$ cat src/include/twaux_pkg.sv
package twaux_pkg;
   localparam int NUM_CHAN = 4;
   localparam int FRAME_BITS = 11;
   localparam int PARITY_EDGE = 10;
   localparam int TMR_W = 22;

   // Timing, in the unit printed, and derived cycle counts
   localparam int CLK_PERIOD_NS = 10;
   localparam int BIT_TIMEOUT_US = 300;
   localparam int BIT_TIMEOUT_CYC = BIT_TIMEOUT_US * 1000 / CLK_PERIOD_NS;
   localparam int FRAME_TIMEOUT_US = 2000;
   localparam int FRAME_TIMEOUT_CYC =
      FRAME_TIMEOUT_US * 1000 / CLK_PERIOD_NS;
   localparam int ACK_TIMEOUT_US = 25000;
   localparam int ACK_TIMEOUT_CYC = ACK_TIMEOUT_US * 1000 / CLK_PERIOD_NS;
   localparam int HOLD_US = 300;
   localparam int HOLD_CYC =
      (HOLD_US * 1000 + CLK_PERIOD_NS - 1) / CLK_PERIOD_NS;
   localparam int TX_SETUP_NS = 80;
   localparam int TX_SETUP_CYC = (TX_SETUP_NS / CLK_PERIOD_NS < 1) ? 1 :
      TX_SETUP_NS / CLK_PERIOD_NS;

   // Register indices; byte address is four times the index
   localparam logic [15:0] IDX_CHAN_BASE = 16'h7F41;
   localparam logic [15:0] IDX_CHAN_LAST = 16'h7F4F;
   localparam logic [15:0] IDX_CONFIG = 16'h7FF4;
   localparam logic [1:0] REG_DATA = 2'h0;
   localparam logic [1:0] REG_CTRL = 2'h1;
   localparam logic [1:0] REG_STATUS = 2'h2;
   localparam int CFG_SEL_BIT = 4;

   localparam logic [7:0] CFG_RESET = 8'h10;
   localparam logic [7:0] CTRL_RESET = 8'h40;
   localparam logic [7:0] RX_RESET = 8'hFF;

   typedef struct packed {
      logic wr_clk;
      logic wr_data;
      logic stop;
      logic spare;
      logic [1:0] parity;
      logic auto_en;
      logic tr_sel;
   } twaux_ctrl_t;

   typedef struct packed {
      logic zero;
      logic par_err;
      logic dat_in;
      logic clk_in;
      logic tx_to;
      logic tx_idle;
      logic rx_to;
      logic rx_rdy;
   } twaux_stat_t;

   typedef enum logic [3:0] {
      ST_OFF, ST_RX_WAIT, ST_RX, ST_RX_FULL, ST_TX_WAIT,
      ST_TX_START, ST_TX_ACK, ST_TX, ST_HOLD
   } twaux_state_t;
endpackage

$ cat src/logic/twaux_sync.sv
`timescale 1ns/1ps
module twaux_sync #(
   parameter int W = 8
) (
   // Clock and reset
   input wire logic i_clock,
   input wire logic i_rst_n,
   // Asynchronous levels in, filtered levels out
   input wire logic [W-1:0] i_async,
   output logic [W-1:0] o_level
);
   logic [W-1:0] ff1_q;
   logic [W-1:0] ff2_q;
   logic [W-1:0] ff3_q;
   wire [W-1:0] agree = ~(ff2_q ^ ff3_q);

   // Idle lines are pulled up, so everything resets high
   always_ff @(posedge i_clock or negedge i_rst_n)
   begin
      if (!i_rst_n)
      begin
         ff1_q <= '1;
         ff2_q <= '1;
         ff3_q <= '1;
         o_level <= '1;
      end
      else
      begin
         ff1_q <= i_async;
         ff2_q <= ff1_q;
         ff3_q <= ff2_q;
         o_level <= (agree & ff3_q) | (~agree & o_level);
      end
   end
endmodule

$ cat src/logic/twaux_top.sv
`timescale 1ns/1ps
module twaux_top
   import twaux_pkg::*;
#(
   parameter int BIT_TIMEOUT_CYCLES = twaux_pkg::BIT_TIMEOUT_CYC,
   parameter int FRAME_TIMEOUT_CYCLES = twaux_pkg::FRAME_TIMEOUT_CYC,
   parameter int ACK_TIMEOUT_CYCLES = twaux_pkg::ACK_TIMEOUT_CYC,
   parameter int HOLD_CYCLES = twaux_pkg::HOLD_CYC
) (
   // Clock and reset
   input wire logic i_clock,
   input wire logic i_resetn,
   // APB slave
   input wire logic i_psel,
   input wire logic i_penable,
   input wire logic i_pwrite,
   input wire logic [31:0] i_paddr,
   input wire logic [31:0] i_pwdata,
   output logic [31:0] o_prdata,
   output logic o_pready,
   output logic o_pslverr,
   // Link lines, index 0 to 3 is channel a to d
   input wire logic [twaux_pkg::NUM_CHAN-1:0] i_clock_line_in,
   output logic [twaux_pkg::NUM_CHAN-1:0] o_clock_line_out,
   output logic [twaux_pkg::NUM_CHAN-1:0] o_clock_line_oe,
   input wire logic [twaux_pkg::NUM_CHAN-1:0] i_data_line_in,
   output logic [twaux_pkg::NUM_CHAN-1:0] o_data_line_out,
   output logic [twaux_pkg::NUM_CHAN-1:0] o_data_line_oe,
   // Per-channel event pulse
   output logic [twaux_pkg::NUM_CHAN-1:0] o_event
);
   import twaux_pkg::*;

   localparam logic [TMR_W-1:0] BIT_LIM = TMR_W'(BIT_TIMEOUT_CYCLES);
   localparam logic [TMR_W-1:0] FRM_LIM = TMR_W'(FRAME_TIMEOUT_CYCLES);
   localparam logic [TMR_W-1:0] ACK_LIM = TMR_W'(ACK_TIMEOUT_CYCLES);
   localparam logic [TMR_W-1:0] HOLD_LAST = TMR_W'(HOLD_CYCLES - 1);
   localparam logic [TMR_W-1:0] SETUP_LAST = TMR_W'(TX_SETUP_CYC - 1);
   localparam logic [3:0] EDGE_PAR = 4'(PARITY_EDGE);
   localparam logic [3:0] EDGE_LAST = 4'(FRAME_BITS);

   logic rst1_q;
   logic rst_n;

   always_ff @(posedge i_clock or negedge i_resetn)
   begin
      if (!i_resetn)
      begin
         rst1_q <= 1'b0;
         rst_n <= 1'b0;
      end
      else
      begin
         rst1_q <= 1'b1;
         rst_n <= rst1_q;
      end
   end

   // Line inputs: clocks in the low half, data in the high half
   logic [2*NUM_CHAN-1:0] line_lv;

   twaux_sync #(.W(2 * NUM_CHAN)) u_sync (
      .i_clock(i_clock),
      .i_rst_n(rst_n),
      .i_async({i_data_line_in, i_clock_line_in}),
      .o_level(line_lv)
   );

   // APB decode
   logic [7:0] cfg_q;
   logic pready_q;
   logic [7:0] chan_rd [NUM_CHAN];
   wire [15:0] idx = i_paddr[17:2];
   wire [15:0] off = idx - IDX_CHAN_BASE;
   wire addr_ok = (i_paddr[31:18] == 14'h0000) && (i_paddr[1:0] == 2'h0);
   wire hit_cfg = addr_ok && (idx == IDX_CONFIG);
   wire hit_chan = addr_ok && (idx >= IDX_CHAN_BASE) &&
      (idx <= IDX_CHAN_LAST) && (off[1:0] != 2'h3);
   wire cfg_sel = cfg_q[CFG_SEL_BIT];
   wire chan_live = hit_chan && cfg_sel;
   wire [1:0] sel_ch = off[3:2];
   wire [1:0] sel_reg = off[1:0];
   wire setup = i_psel && !i_penable;
   wire access = i_psel && i_penable && pready_q;
   wire wr_acc = access && i_pwrite;
   // Read side effects act at the setup edge, where the data is captured
   wire rd_setup = setup && !i_pwrite && chan_live;
   wire [7:0] rd_mux = hit_cfg ? cfg_q :
      (chan_live ? chan_rd[sel_ch] : 8'h00);

   // Zero wait states: pready is high in every access phase
   always_ff @(posedge i_clock or negedge rst_n)
   begin
      if (!rst_n)
      begin
         pready_q <= 1'b0;
         o_pready <= 1'b0;
         o_prdata <= 32'h0000_0000;
         o_pslverr <= 1'b0;
         cfg_q <= CFG_RESET;
      end
      else
      begin
         pready_q <= setup;
         o_pready <= setup;
         // Error stands only in the access cycle, like pready
         o_pslverr <= setup && !(hit_cfg || hit_chan);
         if (setup)
            o_prdata <= {24'h00_0000, rd_mux};
         if (wr_acc && hit_cfg)
            cfg_q <= i_pwdata[7:0];
      end
   end

   for (genvar c = 0; c < NUM_CHAN; c++)
   begin : g_chan
      twaux_state_t st_q, st_d;
      twaux_ctrl_t ctrl_q, ctrl_d;
      twaux_stat_t stat;
      logic [7:0] rx_q, rx_d;
      logic [10:0] sh_q, sh_d;
      logic [3:0] edge_q, edge_d;
      logic [TMR_W-1:0] bit_tmr_q, bit_tmr_d, frm_tmr_q, frm_tmr_d;
      logic rx_rdy_q, rx_rdy_d, rx_to_q, rx_to_d, tx_to_q, tx_to_d;
      logic tx_idle_q, tx_idle_d, par_err_q, par_err_d;
      logic tx_pend_q, tx_pend_d, clk_prev_q, evt_d;
      logic clk_oe_d, dat_oe_d;

      wire clk_lv = line_lv[c];
      wire dat_lv = line_lv[NUM_CHAN + c];
      wire fall = clk_prev_q && !clk_lv;
      wire me = (sel_ch == 2'(c));
      wire wr_data = wr_acc && chan_live && me && (sel_reg == REG_DATA);
      wire wr_ctrl = wr_acc && chan_live && me && (sel_reg == REG_CTRL);
      wire rd_data = rd_setup && me && (sel_reg == REG_DATA);
      wire rd_stat = rd_setup && me && (sel_reg == REG_STATUS);
      wire bit_late = bit_tmr_q >= BIT_LIM;
      wire frm_late = frm_tmr_q >= FRM_LIM;
      wire accept = wr_data && ctrl_q.auto_en && ctrl_q.tr_sel &&
         tx_idle_q && !rx_rdy_q && (st_q != ST_RX);

      assign stat = '{zero: 1'b0, par_err: par_err_q, dat_in: dat_lv,
         clk_in: clk_lv, tx_to: tx_to_q, tx_idle: tx_idle_q,
         rx_to: rx_to_q, rx_rdy: rx_rdy_q};
      assign chan_rd[c] = (sel_reg == REG_DATA) ? rx_q :
         ((sel_reg == REG_CTRL) ? ctrl_q :
         ((sel_reg == REG_STATUS) ? stat : 8'h00));

      always_comb
      begin
         st_d = st_q;
         ctrl_d = ctrl_q;
         rx_d = rx_q;
         sh_d = sh_q;
         edge_d = edge_q;
         bit_tmr_d = bit_tmr_q + TMR_W'(1);
         frm_tmr_d = frm_tmr_q + TMR_W'(1);
         rx_rdy_d = rx_rdy_q;
         rx_to_d = rx_to_q;
         tx_to_d = tx_to_q;
         tx_idle_d = tx_idle_q;
         par_err_d = par_err_q;
         tx_pend_d = tx_pend_q;
         evt_d = 1'b0;
         if (wr_ctrl)
            ctrl_d = i_pwdata[7:0];
         if (rd_data)
         begin
            rx_rdy_d = 1'b0;
            rx_d = RX_RESET;
         end
         if (rd_stat)
         begin
            rx_to_d = 1'b0;
            tx_to_d = 1'b0;
            par_err_d = 1'b0;
         end
         case (st_q)
            ST_OFF:
            begin
               if (!tx_pend_q)
                  tx_idle_d = 1'b1;
               st_d = ctrl_q.tr_sel ? ST_TX_WAIT : ST_RX_WAIT;
            end
            ST_RX_WAIT:
            begin
               if (ctrl_q.tr_sel)
                  st_d = ST_TX_WAIT;
               else if (rx_rdy_q)
                  st_d = ST_RX_FULL;
               else if (fall && !dat_lv)
               begin
                  st_d = ST_RX;
                  edge_d = 4'd1;
                  bit_tmr_d = '0;
                  frm_tmr_d = '0;
               end
            end
            ST_RX:
            begin
               if (ctrl_q.tr_sel && edge_q < EDGE_PAR)
                  st_d = ST_TX_WAIT;
               else if (fall)
               begin
                  edge_d = edge_q + 4'd1;
                  bit_tmr_d = '0;
                  if (edge_q < EDGE_PAR - 4'd1)
                     sh_d[7:0] = {dat_lv, sh_q[7:1]};
                  else if (edge_q == EDGE_PAR - 4'd1)
                     sh_d[8] = dat_lv;
                  else if (dat_lv && (^sh_q[8:0]))
                  begin
                     rx_d = sh_q[7:0];
                     rx_rdy_d = 1'b1;
                     evt_d = 1'b1;
                     st_d = ST_RX_FULL;
                  end
                  else
                  begin
                     par_err_d = 1'b1;
                     st_d = ST_RX_WAIT;
                  end
               end
               else if (bit_late || frm_late)
               begin
                  rx_to_d = 1'b1;
                  rx_d = RX_RESET;
                  evt_d = 1'b1;
                  bit_tmr_d = '0;
                  st_d = ST_HOLD;
               end
            end
            ST_RX_FULL:
            begin
               if (!rx_rdy_q)
                  st_d = ctrl_q.tr_sel ? ST_TX_WAIT : ST_RX_WAIT;
            end
            ST_TX_WAIT:
            begin
               if (!ctrl_q.tr_sel)
                  st_d = ST_RX_WAIT;
               else if (tx_pend_q && !rx_rdy_q)
               begin
                  st_d = ST_TX_START;
                  tx_pend_d = 1'b0;
                  bit_tmr_d = '0;
               end
            end
            ST_TX_START:
            begin
               if (bit_tmr_q >= SETUP_LAST)
               begin
                  st_d = ST_TX_ACK;
                  frm_tmr_d = '0;
               end
            end
            ST_TX_ACK, ST_TX:
            begin
               if (fall)
               begin
                  st_d = ST_TX;
                  bit_tmr_d = '0;
                  sh_d = {1'b1, sh_q[10:1]};
                  if (st_q == ST_TX_ACK)
                  begin
                     edge_d = 4'd1;
                     frm_tmr_d = '0;
                  end
                  else
                     edge_d = edge_q + 4'd1;
                  if (st_q == ST_TX && edge_q == EDGE_LAST - 4'd1)
                  begin
                     ctrl_d.tr_sel = 1'b0;
                     tx_idle_d = 1'b1;
                     evt_d = 1'b1;
                     st_d = ST_RX_WAIT;
                  end
               end
               else if ((st_q == ST_TX_ACK && frm_tmr_q >= ACK_LIM) ||
                        (st_q == ST_TX && (bit_late || frm_late)))
               begin
                  tx_to_d = 1'b1;
                  ctrl_d.tr_sel = 1'b0;
                  tx_idle_d = 1'b1;
                  rx_d = RX_RESET;
                  sh_d = '1;
                  evt_d = 1'b1;
                  bit_tmr_d = '0;
                  st_d = ST_HOLD;
               end
            end
            ST_HOLD:
            begin
               if (bit_tmr_q >= HOLD_LAST)
                  st_d = ctrl_d.tr_sel ? ST_TX_WAIT : ST_RX_WAIT;
            end
            default:
               st_d = ST_OFF;
         endcase
         if (accept)
         begin
            tx_pend_d = 1'b1;
            tx_idle_d = 1'b0;
            sh_d = {1'b1, ~^i_pwdata[7:0], i_pwdata[7:0], 1'b0};
         end
         if (!cfg_sel || !ctrl_q.auto_en)
            st_d = ST_OFF;
      end

      // Line drive follows the next state so the pins move with it
      always_comb
      begin
         clk_oe_d = 1'b0;
         dat_oe_d = 1'b0;
         case (st_d)
            ST_OFF:
            begin
               clk_oe_d = cfg_sel && !ctrl_d.wr_clk;
               dat_oe_d = cfg_sel && !ctrl_d.wr_data;
            end
            ST_RX_FULL, ST_TX_WAIT, ST_HOLD:
               clk_oe_d = 1'b1;
            ST_TX_START:
            begin
               clk_oe_d = 1'b1;
               dat_oe_d = !sh_d[0];
            end
            ST_TX_ACK, ST_TX:
               dat_oe_d = !sh_d[0];
            default:
               clk_oe_d = 1'b0;
         endcase
      end

      always_ff @(posedge i_clock or negedge rst_n)
      begin
         if (!rst_n)
         begin
            st_q <= ST_OFF;
            ctrl_q <= CTRL_RESET;
            rx_q <= RX_RESET;
            sh_q <= '1;
            edge_q <= 4'h0;
            bit_tmr_q <= '0;
            frm_tmr_q <= '0;
            {rx_rdy_q, rx_to_q, tx_to_q, par_err_q, tx_pend_q} <= 5'h00;
            tx_idle_q <= 1'b1;
            clk_prev_q <= 1'b1;
            o_event[c] <= 1'b0;
            o_clock_line_oe[c] <= 1'b1;
            o_data_line_oe[c] <= 1'b0;
            o_clock_line_out[c] <= 1'b0;
            o_data_line_out[c] <= 1'b0;
         end
         else
         begin
            st_q <= st_d;
            ctrl_q <= ctrl_d;
            rx_q <= rx_d;
            sh_q <= sh_d;
            edge_q <= edge_d;
            bit_tmr_q <= bit_tmr_d;
            frm_tmr_q <= frm_tmr_d;
            {rx_rdy_q, rx_to_q, tx_to_q, par_err_q, tx_pend_q} <=
               {rx_rdy_d, rx_to_d, tx_to_d, par_err_d, tx_pend_d};
            tx_idle_q <= tx_idle_d;
            clk_prev_q <= clk_lv;
            o_event[c] <= evt_d;
            o_clock_line_oe[c] <= clk_oe_d;
            o_data_line_oe[c] <= dat_oe_d;
            o_clock_line_out[c] <= 1'b0;
            o_data_line_out[c] <= 1'b0;
         end
      end
   end
endmodule

$ cat config.mk
export PLATFORM = sky130hd
export DESIGN_NAME = twaux_top
export DESIGN_NICKNAME = d
export VERILOG_FILES = /design/src/include/twaux_pkg.sv /design/src/logic/twaux_sync.sv /design/src/logic/twaux_top.sv
export SDC_FILE = /design/constraint.sdc
export NUM_CORES = 1
export LEC_CHECK = 0
export ABC_AREA = 1
export BUFFER_PORTS_ARGS = -buffer_cell sky130_fd_sc_hd__buf_2
export CAP_MARGIN = 40
export CORE_MARGIN = 1.5
export CORE_UTILIZATION = 55
export CTS_BUF_LIST = sky130_fd_sc_hd__clkbuf_2 sky130_fd_sc_hd__clkbuf_4 sky130_fd_sc_hd__clkbuf_8
export DETAILED_ROUTE_END_ITERATION = 7
export PLACE_DENSITY = 0.76
export SLEW_MARGIN = 0
export SYNTH_ARGS = -nofsm -noshare
export SYNTH_HDL_FRONTEND = slang
export SYNTH_SLANG_ARGS = --single-unit
$ cat constraint.sdc
create_clock -name i_clock -period 11 [get_ports i_clock]
set_clock_uncertainty 0.05 [all_clocks]
set_input_delay 1.65 -clock i_clock [delete_from_list [all_inputs] [get_ports i_clock]]
set_output_delay 1.65 -clock i_clock [all_outputs]
set_load 0.02 [all_outputs]
* After elaboration in Yosys (flattened, before gate mapping) *
Index checks and enable logic that the tools add are counted.

storage, ports and cells
  memories kept = 0
  output and inout bits = 54
  bits of input ports = 77
  memory bits (writable) = 0
  word-level logic and storage cells = 1010
  ROM bits = 0
  bits in latches = 0
  flip-flop bits (word level) = 408

cells by class
  reduce and logical (&&, ||, !) cells = 229
  bitwise logic cells = 7
  eq/ne operators = 131
  shifts and indexed selects = 0
  magnitude comparators = 31
  muxes and demuxes = 485
  div/mod/pow operators = 0
  multipliers = 0
  add/subtract/negate cells = 13

operator list
  operator                                                                  count
  22-bit 2-to-1 mux                                                         64
  8-bit 2-to-1 mux                                                          56
  4-bit 2-to-1 mux                                                          92
  22-bit one-hot mux with 4 select lines                                    4
  22-bit one-hot mux with 3 select lines                                    4
  1-bit 2-to-1 mux                                                          188
  22-bit by 1-bit adder with 22-bit output (second input constant)          8
  22-bit by 15-bit >= comparator with 1-bit output (second input constant)  8
  11-bit 2-to-1 mux                                                         12
  4-bit by 3-bit equality test with 1-bit output (second input constant)    32
  4-bit one-hot mux with 8 select lines                                     4
  1-bit logical AND                                                         99
  22-bit by 18-bit >= comparator with 1-bit output (second input constant)  4
  22-bit >= comparator (second input constant)                              4
  22-bit by 3-bit >= comparator with 1-bit output (second input constant)   4
  9-bit 2-to-1 mux                                                          8
  3-bit != test (second input constant)                                     24
  9-bit one-hot mux with 2 select lines                                     4
  4-bit equality test (second input constant)                               16
  8-bit one-hot mux with 2 select lines                                     4
  2-bit != test (second input constant)                                     25
  4-bit by 2-bit equality test with 1-bit output (second input constant)    12
  4-bit one-hot mux with 3 select lines                                     4
  3-bit nonzero test                                                        16
  other kinds (39)                                                          200

* Longest topological paths before layout *
Gate-level depths: netlist of run 1.

  depth in word-level cells = 17
  mapped depth = 18
  depth with buffers taken out = 18

* Modules after synthesis *
Synthesis of run 1 repeated with hierarchy kept, for this count alone.

second synthesis, totals
  cells, all modules = 3225
  area, all modules = 24069.3 um^2

by module, submodules not included
  module      instances  sequential area each (um^2)  cells each  area each (um^2)
  twaux_top   1          9525.4                       3161        23098.4
  twaux_sync  1          840.8                        64          970.9

* Worst setup path before layout of run 1 *
Ideal clock, no wire load.

  path kind = input to register
  start = in i_paddr[2]
  end = reg cfg_q[6]
  data required time = 10.820 ns
  buffers on the path = 2
  stages on the path = 8
  data arrival time = 3.119 ns
  library setup time = 0.130 ns
  setup slack = 7.701 ns
  path through = nor2_4 inv_1 or4_1 or4_1 clkbuf_1 buf_2 nand2_1 o21ai_0

on the way
  longest elaborated chain between the ends = 3

ends and longest elaborated chain
  item                                              RTL line          RTL
  start, declared                                   twaux_top.sv:17   input wire logic [31:0] i_paddr,
  16-bit by 15-bit equality test with 1-bit output  twaux_top.sv:76   wire hit_cfg = addr_ok && (idx == IDX_CONFIG);
  1-bit logical AND                                 twaux_top.sv:76
  1-bit logical AND                                 twaux_top.sv:110  if (wr_acc && hit_cfg)
  end signal, assigned                              twaux_top.sv:111  cfg_q <= i_pwdata[7:0];
  end, declared                                     twaux_top.sv:70   logic [7:0] cfg_q;

Every way passes these cells.
A chain may end at the register's enable or synchronous reset.

* Worst setup path after layout of run 1 *
  start = in i_paddr[2]
  end = reg g_chan[2].sh_q[1]

on the way
  longest elaborated chain between the ends = 15
  elaborated cells between the ends (all ways) = 25
  those cells by class = 1 x add/sub; 2 x order compare; 6 x eq/ne; 1 x mux; 15 x reduce/logical

ends and longest elaborated chain
  item                                                    RTL line          RTL
  16-bit by 15-bit >= comparator with 1-bit output        twaux_top.sv:77   wire hit_chan = addr_ok && (idx >= IDX_CHAN_BASE) &&
  1-bit logical AND (2 in a row)                          twaux_top.sv:77
  1-bit logical AND                                       twaux_top.sv:78   (idx <= IDX_CHAN_LAST) && (off[1:0] != 2'h3);
  1-bit logical AND                                       twaux_top.sv:80   wire chan_live = hit_chan && cfg_sel;
  1-bit logical AND (2 in a row)                          twaux_top.sv:133  wire wr_data = wr_acc && chan_live && me && (sel_reg == REG_DATA);
  1-bit logical AND *                                     twaux_top.sv:133
  1-bit logical AND * (3 in a row)                        twaux_top.sv:139  wire accept = wr_data && ctrl_q.auto_en && ctrl_q.tr_sel &&
  1-bit logical AND * (2 in a row)                        twaux_top.sv:140  tx_idle_q && !rx_rdy_q && (st_q != ST_RX);
  4-bit != test (no source line) (tied with other cells)  n/a
  5-bit AND reduction (no source line)                    n/a
  end signal, assigned                                    twaux_top.sv:342  sh_q <= '1;
  end signal, assigned                                    twaux_top.sv:360  sh_q <= sh_d;
  end, declared                                           twaux_top.sv:121  logic [10:0] sh_q, sh_d;

Every way passes the cells marked *; elsewhere a longest branch is shown, timed or not.

==> reports/metrics.cfg, run 1 <==
[timing]
rsz0062_at_grt = no
min_period_ps = 4200
post-route-period-util_pct = 38.2
hold_slack_ps = 306
max_freq_mhz = 238
fin_setup_tns_ps = 0
finalSetupViolations = 0
tightest_slew_ps = 840
hold_violations = 0
slew-limit-headroom_pct = 43.8
maxSlewViolCount = 0

[global_routing]
grt_pass1_wl_mm = 102
grt_pass1_vias = 21400
overflow = 0
grt_antenna_before_repair = 1
grt_max_degree = 70
grt.total_usage_pct = 27.6

[critical_path]
cp_slowest_cell = nor2_4
max_stage_delay_ps = 420
start_kind = input port
crit_type = input port to register
endpoint_kind = register
path_max_fanout = 21
r2r_slack_ps = 7500
worstPathArrival_ps = 4700
path_cells = buf_2 > inv_2 > nor2_4 > inv_1 > nor4_2 > nand3_2 > inv_2 > nor2_1 > nor2_1 > nand2_1 > clkinv_1 > o21ai_0
critPathRequiredTime_ps = 11500
crit_family = simple AND/OR/NAND/NOR gates
critPathBufInv = 5

[placement]
hpwl_mm = 44.3
port-buffer-count = 74
gp_congestion = 0.975

[synth]
synth_edf_count = 0
synthesis.area_sq_um = 24300
yosysSeqAreaShare_pct = 42.7
synth_cell_types = 63
avgSynthCellArea_sq_um = 7.36
async_reset_ff_share_pct = 100
yosysWarnings = 0
synthCells = 3295
synth_flop_cell = dfrtp_1
ys_ff_latch = 408

[cts]
cts_tree = yes
cts_buffers = 72
path_clk_slew_ps = 60
cts_max_level = 3
cts_resized = 0
holdBufCountCts = 0
cts_root_buf = clkbuf_8
clkSinkCount = 408
clk_latency_ps = 660
post_cts_buffers = 0
max-clock-path-buffers = 3

[cells_and_area]
drive_gt1_share_pct = 11.8
n_antenna_cell = 0
area.growth.synth_to_final_pct = 10.4
postLayoutCoreUtil_pct = 61.9
fin_nets = 3511

[power_and_ir_drop]
total_power_mw = 3.21
max-vdd-ir-drop_uv = 74.6
power-per-cell-area_nw_per_um2 = 120
p_leak_nw = 13.4

[detailed_routing]
drt-vias-per-instance = 5.53
wirelength_mm = 61.5
vias = 22400
drt-wirelength-per-cell_microns = 15.2
first_iter_violations = 2063
ant_nets = 0
drc = 0
first_pass_iters = 5

[hold_path]
hp-class = register to register

[die]
die-area_sq_um = 45400
ios = 131
start_util_pct = 56.1
rows = 76
fp.dieH_microns = 213
core_area_sq_um = 43300
chipWidth_microns = 213

[run]
max_cap_violations = 0

[run_status]
outcome = complete, no violations

-- layout make-up --
class | count | area [sq um]
clock buffer | 124 | 1530
clock inverter | 10 | 55.1
fill | 3855 | 16500
inverter | 546 | 2050
multi-input combinational | 2276 | 11400
sequential | 408 | 10400
tap | 585 | 732
timing repair buffer | 98 | 614
-- layout by cell type (no fill, tap or decap), drive strengths merged, types with 30 or more instances in the layout --
cell | netlist | routed
nand3 | 254 | 254
ha | 32 | 32
o21ai | 188 | 188
a21oi | 95 | 95
dfstp | 125 | 125
dfrtp | 283 | 283
nor3 | 92 | 92
xor2 | 78 | 78
nand2 | 698 | 698
o211ai | 46 | 46
inv | 541 | 541
conb | 2 | 33
nand4 | 69 | 69
o221ai | 30 | 30
clkbuf | 29 | 124
nor2 | 453 | 453
buf | 67 | 98
-- metal layers --
layer	GRT usage (%)	wire length [microns]
met1	35.4	26100
met2	45.2	29000
met3	4.79	3640
met4	13.5	2790
met5	0	12
-- synth_stat cells, types with 6 or more instances --
| library cell | count | area, sq um |
|---|---|---|
| xnor2_1 | 23 | 201 |
| o22ai_1 | 28 | 175 |
| o221ai_1 | 30 | 263 |
| dfrtp_1 | 283 | 7080 |
| xor2_1 | 78 | 683 |
| nor2_1 | 446 | 1670 |
| nand2_1 | 694 | 2610 |
| or2_2 | 9 | 56.3 |
| maj3_1 | 8 | 80.1 |
| ha_1 | 32 | 400 |
| a31oi_1 | 15 | 93.8 |
| nand3_1 | 247 | 1240 |
| clkbuf_1 | 29 | 109 |
| nor4_1 | 25 | 156 |
| dfstp_2 | 125 | 3280 |
| buf_2 | 33 | 165 |
| nand3_2 | 6 | 60.1 |
| a221oi_1 | 12 | 105 |
| o21ai_1 | 8 | 40.0 |
| inv_1 | 537 | 2020 |
| o21ai_0 | 180 | 901 |
| o2111ai_1 | 8 | 70.1 |
| nand3b_1 | 12 | 90.1 |
| buf_4 | 32 | 240 |
| nand4_1 | 69 | 432 |
| a21oi_1 | 95 | 475 |
| nor3_1 | 86 | 430 |
| nor3b_1 | 17 | 128 |
| o211ai_1 | 45 | 338 |
-- flip-flops by register name (all words and copies together), names as in the netlist, 8 cells and up, named ones only --
name and flops:
g_chan.bit_tmr_q 88, g_chan.frm_tmr_q 88, g_chan.sh_q 44, g_chan.ctrl_q 32
g_chan.rx_q 32, g_chan.edge_q 16, g_chan.st_q 16, cfg_q 8
o_prdata 8, u_sync.ff1_q 8, u_sync.ff2_q 8, u_sync.ff3_q 8
-- logic make-up (layout without fill, tap and decap cells) --
| group | after synthesis | in the layout | share of synthesized area (%) |
|---|---|---|---|
| xor gates and xnor gates | 101 | 101 | 3.65 |
| and+or+nand+nor | 1644 | 1644 | 29.5 |
| DFF | 408 | 408 | 42.7 |
| AOI/OAI and AO/OA | 458 | 458 | 11.4 |
| other | 2 | 33 | 0.0310 |
| adders and majority gates | 40 | 40 | 1.98 |
| buffers and inverters | 642 | 778 | 10.7 |
-- through the flow --
step / setup WS [ps] / area (sq um) / std cells
after floorplan: 4410 / 24400 / 3326
after global placement: 6060 / 25100 / 3906
after detailed placement: 6250 / 25200 / 3913
after CTS: 6910 / 26800 / 4047
after global routing: 6580 / 26800 / 4047
final: 6800 / 26800 / 4047
-- worst reg2reg max path, delay by kind of cell (launching register included) --
kind | cells | cell delay, ps
simple gates | 7 | 2390
flops | 1 | 390
buf+inv | 4 | 560
-- path summary, 6_finish.rpt --
check / depth (start not counted) / end / startpoint
max: 12 / g_chan[2].sh_q[1] / i_paddr[2]
min: 0 / rst_n / rst1_q
max reg2reg: 11 / g_chan[1].bit_tmr_q[10] / g_chan[1].st_q[2]
min reg2reg: 0 / rst_n / rst1_q
max in group asynchronous: 2 / g_chan[0].frm_tmr_q[8] / rst_n
min in group asynchronous: 0 / g_chan[2].sh_q[1] / rst_n
-- report_power, final --
part	total, mW	leakage, nW	switching, mW	internal, mW
clock network	1.52	0.848	0.647	0.870
logic	0.157	7.86	0.119	0.0376
registers	1.54	4.74	0.0121	1.52
total	3.21	13.4	0.779	2.43
No activity file was read; power rests on OpenSTA's default activity.
==> run 2: changes to the inputs <==
Clock period 11 ns to 3.7 ns, I/O delays scaled along.
==> reports/metrics.cfg, run 2 (synthesis results as in run 1) <==
[run]
max_cap_violations = 0  ; unchanged

[timing]
min_period_ps = 3110
layout_setup_ws_ps = 591  ; -6210 ps
hold_violations = 0  ; unchanged
post-route-period-util_pct = 84.0
rsz0062_at_grt = no
hold_slack_ps = 159  ; -147 ps
slew-limit-headroom_pct = 44.5  ; +0.76 points
maxSlewViolCount = 0  ; unchanged
finalSetupViolations = 0  ; unchanged
tightest_slew_ps = 827  ; -12.9 ps
max_freq_mhz = 322

[critical_path]
crit_top_cell = nand2_1
max_stage_delay_ps = 730  ; +310 ps
path_max_fanout = 12  ; -43%
critPathRequiredTime_ps = 4240  ; -7260 ps
endpoint_kind = register
critPathBufInv = 2  ; -3
start_kind = register
cp_slowest_cell = dfstp_2
reg2reg_from = cfg_q[4]
startpoint = cfg_q[4]
crit_type = register to register
crit_family = simple AND/OR/NAND/NOR gates
worstPathArrival_ps = 3650  ; -1050 ps
path_cells = inv_1 > nor3_1 > nand2_1 > nor2_1 > nand2_1 > inv_1 > nor3_1 > o21ai_0 > nand2_1 > nand2_1

[cells_and_area]
area.growth.synth_to_final_pct = 11.6
reg_top3 = g_chan.bit_tmr_q: 88 flops, g_chan.frm_tmr_q: 88 flops, g_chan.sh_q: 44 flops
stdcell_count = 4072  ; +0.62%
n_antenna_cell = 0  ; unchanged
final.fill_count = 3822  ; -0.86%
fin_nets = 3534  ; +0.66%
layout_commonest_cell = nand2_1
final_cell_mix = 694 x nand2_1, 537 x inv_1, 446 x nor2_1
drive_gt1_share_pct = 12.1  ; +0.37 points

[cts]
clk_latency_ps = 660  ; about the same
path_clk_slew_ps = 70  ; about the same
cts_max_level = 3  ; unchanged
post_cts_buffers = 0  ; unchanged
cts_resized = 0  ; unchanged
cts_tree = yes
cts_root_buf = clkbuf_8
clkSinkCount = 408  ; unchanged
cts_buffers = 74  ; +2.8%
max-clock-path-buffers = 3  ; unchanged
holdBufCountCts = 9  ; +9

[detailed_routing]
drc = 0  ; unchanged
first_pass_iters = 6  ; +1
drt-wirelength-per-cell_microns = 15.2  ; -0.20%
ant_nets = 0  ; unchanged
vias = 22300  ; -0.42%
wirelength_mm = 61.8  ; +0.42%
first_iter_violations = 1901  ; -7.9%
drt-vias-per-instance = 5.47  ; -1.0%

[global_routing]
grt_antenna_before_repair = 1  ; unchanged
grt_max_degree = 86  ; +23%
grt.total_usage_pct = 27.7  ; +0.16 points
grt_pass1_vias = 21400  ; +0.15%
overflow = 0  ; unchanged
grt_pass1_wl_mm = 103  ; +0.97%

[die]
fp.dieH_microns = 213  ; unchanged
rows = 76  ; unchanged
die-area_sq_um = 45400  ; unchanged
core_area_sq_um = 43300  ; unchanged
chipWidth_microns = 213  ; unchanged
ios = 131  ; unchanged
start_util_pct = 56.1  ; unchanged

[placement]
dp_slack_ps = 559  ; -5690 ps
hpwl_mm = 44.6  ; +0.55%
port-buffer-count = 74  ; unchanged
gp_congestion = 0.962  ; -1.3%
dp.cells = 3925  ; +0.31%

[hold_path]
hp-class = input port to asynchronous set/reset pin

[power_and_ir_drop]
p_leak_nw = 13.6  ; +0.98%
max-vdd-ir-drop_uv = 270  ; +260%
power-per-cell-area_nw_per_um2 = 364  ; +200%

[run_status]
outcome = complete, no violations

==> run 2: cell types whose count changed in the layout (fill, tap and decap cells not counted) <==
cell           before  now
buf_12              0    4
buf_16              3    0
buf_4              20   32
buf_6               1    0
bufinv_16           0    5
clkbuf_8           95   89
clkinv_2            8    9
clkinvlp_4          2    3
dlygate4sd3_1       0    9
inv_6               0    3
==> run 2: worst paths after layout <==
kind / end / slack [ps] / depth (start not counted)
max: g_chan[3].rx_q[1] / 590 / 10
min: rst_n / 160 / 2
max reg2reg: g_chan[3].rx_q[1] / 590 / 10
min reg2reg: u_sync.ff2_q[6] / 300 / 0
max in group asynchronous: g_chan[0].frm_tmr_q[14] / 2140 / 1
min in group i_clock: g_chan[2].sh_q[4] / 160 / 3
==> run 2: stage by stage <==
stage	utilization [%]	power, mW	TNS (ps)	instance area [sq um]
global route	62.5	10.2	0	27100
global placement	58.4	5.10	0	25300
finish	62.5	9.84	0	27100
detailed placement	58.4	5.11	0	25300
floorplan	-	4.92	-80560	24400
CTS	62.5	9.95	0	27100
==> run 2: area by class of cell <==
cell class / instances / area [sq um] / share of cell area (%)
Clock buffer: 118 / 1440 / 5.33
Clock inverter: 20 / 244 / 0.902
Inverter: 546 / 2050 / 7.57
Multi-Input combinational cell: 2276 / 11400 / 42.3
Sequential cell: 408 / 10400 / 38.3
Tap cell: 585 / 732 / 2.70
Timing Repair Buffer: 119 / 781 / 2.89
==> run 2: power breakdown <==
part	leakage [nW]	switching, mW	total [mW]	internal (mW)
Clock	0.893	1.96	4.80	2.84
Sequential	4.74	0.0444	4.57	4.53
Combinational	7.95	0.346	0.468	0.122
Total	13.6	2.35	9.84	7.49
==> run 2: metal layers <==
layer	global-route usage (%)	routed length (microns)	vias up
li1	-	-	10900
met1	36.1	26900	10500
met2	45.9	29300	698
met3	4.96	3500	152
met4	11.0	2130	2
met5	0	14	-
==> run 3: changes to the inputs <==
Settings changed: ABC_AREA 1 to 0.
Clock period 3.7 ns to 2.55 ns, I/O delays scaled along.
==> reports/metrics.cfg, run 3 <==
[timing]
min_period_ps = 2710  ; -395 ps
rsz0062_at_grt = yes
layout_setup_ws_ps = -164  ; -755 ps
fin_setup_tns_ps = -2710  ; -2710 ps
max_freq_mhz = 368  ; +15%
hold_slack_ps = 91.8  ; -67.5 ps
tightest_slew_ps = 804  ; -22.9 ps
post-route-period-util_pct = 106  ; +22 points
slew-limit-headroom_pct = 46.0  ; +1.4 points
hold_violations = 0  ; unchanged
finalSetupViolations = 27  ; +27
maxSlewViolCount = 0  ; unchanged

[critical_path]
crit_type = register to register
path_max_fanout = 3  ; -9
crit_family = simple AND/OR/NAND/NOR gates
endpoint_kind = register
worstPathArrival_ps = 3220  ; -430 ps
max_stage_delay_ps = 460  ; -270 ps
cp_slowest_cell = o41a_1
crit_top_cell = or3_1
start_kind = register
critPathBufInv = 1  ; -1
critPathRequiredTime_ps = 3050  ; -1190 ps
path_cells = nor4_4 > buf_4 > nand2_4 > o31a_1 > or3_1 > o211a_1 > o41a_1 > or3_1 > o21ai_1

[cts]
cts_max_level = 3  ; unchanged
cts_root_buf = clkbuf_8
cts_tree = yes
clkSinkCount = 408  ; unchanged
max-clock-path-buffers = 3  ; unchanged
clk_latency_ps = 650  ; about the same
path_clk_slew_ps = 70  ; about the same
cts_buffers = 71  ; -4.1%

[die]
ios = 131  ; unchanged
core_area_sq_um = 40000  ; -7.5%
die-area_sq_um = 42000  ; -7.5%
start_util_pct = 56.0  ; about the same
chipWidth_microns = 205  ; -3.8%
fp.dieH_microns = 205  ; -3.8%
rows = 73  ; -3.9%

[run_status]
violations = setup timing
outcome = finished, violations left

[run]
max_cap_violations = 0  ; unchanged

[cells_and_area]
area.growth.synth_to_final_pct = 26.1
reg_top3 = g_chan.bit_tmr_q: 88 flops, g_chan.frm_tmr_q: 88 flops, g_chan.sh_q: 44 flops
fin_nets = 2883  ; -18%
stdcell_count = 3358  ; -18%
layout_commonest_cell = buf_4
drive_gt1_share_pct = 31.8  ; +20 points
final.fill_count = 2926  ; -23%
final_cell_mix = 349 x buf_4, 297 x nor2_1, 280 x dfrtp_1

[detailed_routing]
ant_nets = 0  ; unchanged
wirelength_mm = 61.1  ; -1.1%
drt-wirelength-per-cell_microns = 18.2  ; +20%
drc = 0  ; unchanged
vias = 19700  ; -11%
first_pass_iters = 6  ; unchanged
drt-vias-per-instance = 5.88  ; +7.5%
first_iter_violations = 1761  ; -7.4%

[global_routing]
grt_antenna_before_repair = 5  ; +4
grt_pass1_wl_mm = 99.1  ; -3.7%
grt.total_usage_pct = 29.1  ; +1.4 points
grt_max_degree = 61  ; -29%
grt_pass1_vias = 19900  ; -7.3%
overflow = 0  ; unchanged

[placement]
dp.cells = 3199  ; -18%
port-buffer-count = 74  ; unchanged
dp_slack_ps = -365  ; -924 ps
hpwl_mm = 42.7  ; -4.2%
gp_congestion = 0.956  ; -0.70%

[synth]
synthesis.area_sq_um = 22400  ; -7.6%
synthTopCellsByArea = dfrtp_1 32%, dfstp_2 15%, nor2_1 5.0%
yosysSeqAreaShare_pct = 46.2  ; +3.5 points
synth_cell_types = 98  ; +56%
synth_edf_count = 0  ; unchanged
synth_common_cells = 300 x nor2_1, 283 x dfrtp_1, 210 x nand2_1
yosysWarnings = 0  ; unchanged
async_reset_ff_share_pct = 100  ; unchanged
avgSynthCellArea_sq_um = 9.47  ; +29%
synth_flop_cell = dfrtp_1
ys_ff_latch = 408  ; unchanged
synthCells = 2366  ; -28%
yosysTopAreaCell = dfrtp_1
yosys.area.top_type_share_pct = 31.6  ; +2.4 points
yosysMostFrequentCell = nor2_1

[power_and_ir_drop]
max-vdd-ir-drop_uv = 479  ; +78%
p_leak_nw = 12.9  ; -5.1%
total_power_mw = 14.3  ; +45%
power-per-cell-area_nw_per_um2 = 504  ; +39%

[hold_path]
hp-class = input port to register

[run 3: cell count changes after synthesis, sizes merged, moves of 113 or more]
cell,delta
o21ai,-113
inv,-462
nand3,-128
nand2,-487
nor2,-153
[run 3: metrics by stage]
stage                     util [%]  cell area (sq um)
after floorplan                  -              22600
after global placement        64.2              25700
after detailed placement      64.2              25700
after CTS                     69.6              27800
after global routing          70.7              28300
final                         70.7              28300
[run 3: worst paths after layout]
kind / cells past startpoint / from / slack [ps] / to
setup reg to reg: 9 / g_chan[0].bit_tmr_q[19] / -160 / o_clock_line_oe[0]
min in group asynchronous: 0 / rst_n / 330 / g_chan[3].tx_pend_q
setup / recovery: 9 / g_chan[0].bit_tmr_q[19] / -160 / o_clock_line_oe[0]
hold / removal: 3 / i_pwdata[7] / 90 / g_chan[2].sh_q[8]
max in group asynchronous: 1 / rst_n / 1270 / o_clock_line_oe[0]
hold reg to reg: 0 / rst1_q / 300 / rst_n
[run 3: cell families after synthesis]
group	count (synthesis)	share of synthesized area, %
simple gates	977	21.5
compound gates	443	13.8
flops	408	46.2
buf+inv	221	4.37
xor+xnor	195	7.99
mux	80	3.92
fa+ha+maj	40	2.14
other cells	2	0.0335
[run 3: per-layer routing]
layer | global-route usage, % | up-vias | wire, microns
li1 | - | 9147 | -
met1 | 38.0 | 9719 | 25300
met2 | 48.6 | 731 | 30100
met3 | 5.58 | 144 | 4110
met4 | 9.85 | 8 | 1510
met5 | 0 | - | 57
[run 3: worst register-to-register path, cell delays in order (launching register included)]
cell	delay, ps
dfrtp_1	400
nor4_4	340
buf_4	180
nand2_4	50
o31a_1	280
or3_1	320
o211a_1	150
o41a_1	460
or3_1	320
o21ai_1	90
[run 3: area by class of cell]
cell class	count	area (sq um)	share of cell area, %
tap	525	657	2.32
clock buffer	114	1440	5.11
inverter	79	297	1.05
antenna	1	2.50	0.00885
clock inverter	17	218	0.770
sequential	408	10400	36.7
multi-input combinational	1768	12000	42.3
timing repair buffer	446	3330	11.8
[run 3: power by group]
part | internal, mW | total [mW] | leakage (nW) | switching (mW)
clock network | 4.10 | 6.94 | 0.874 | 2.83
registers | 6.56 | 6.61 | 4.99 | 0.0537
logic | 0.249 | 0.714 | 7.01 | 0.465
total | 10.9 | 14.3 | 12.9 | 3.35
[run 3: timing repair]
| item | in CTS | in global routing |
|---|---|---|
| pin swaps | 26 | 36 |
| gates resized for setup | 64 | 82 |
| hold endpoints to repair | 10 | 0 |
| setup buffers | 7 | 10 |
| hold buffers | 10 | 0 |
| setup endpoints to repair | 102 | 151 |
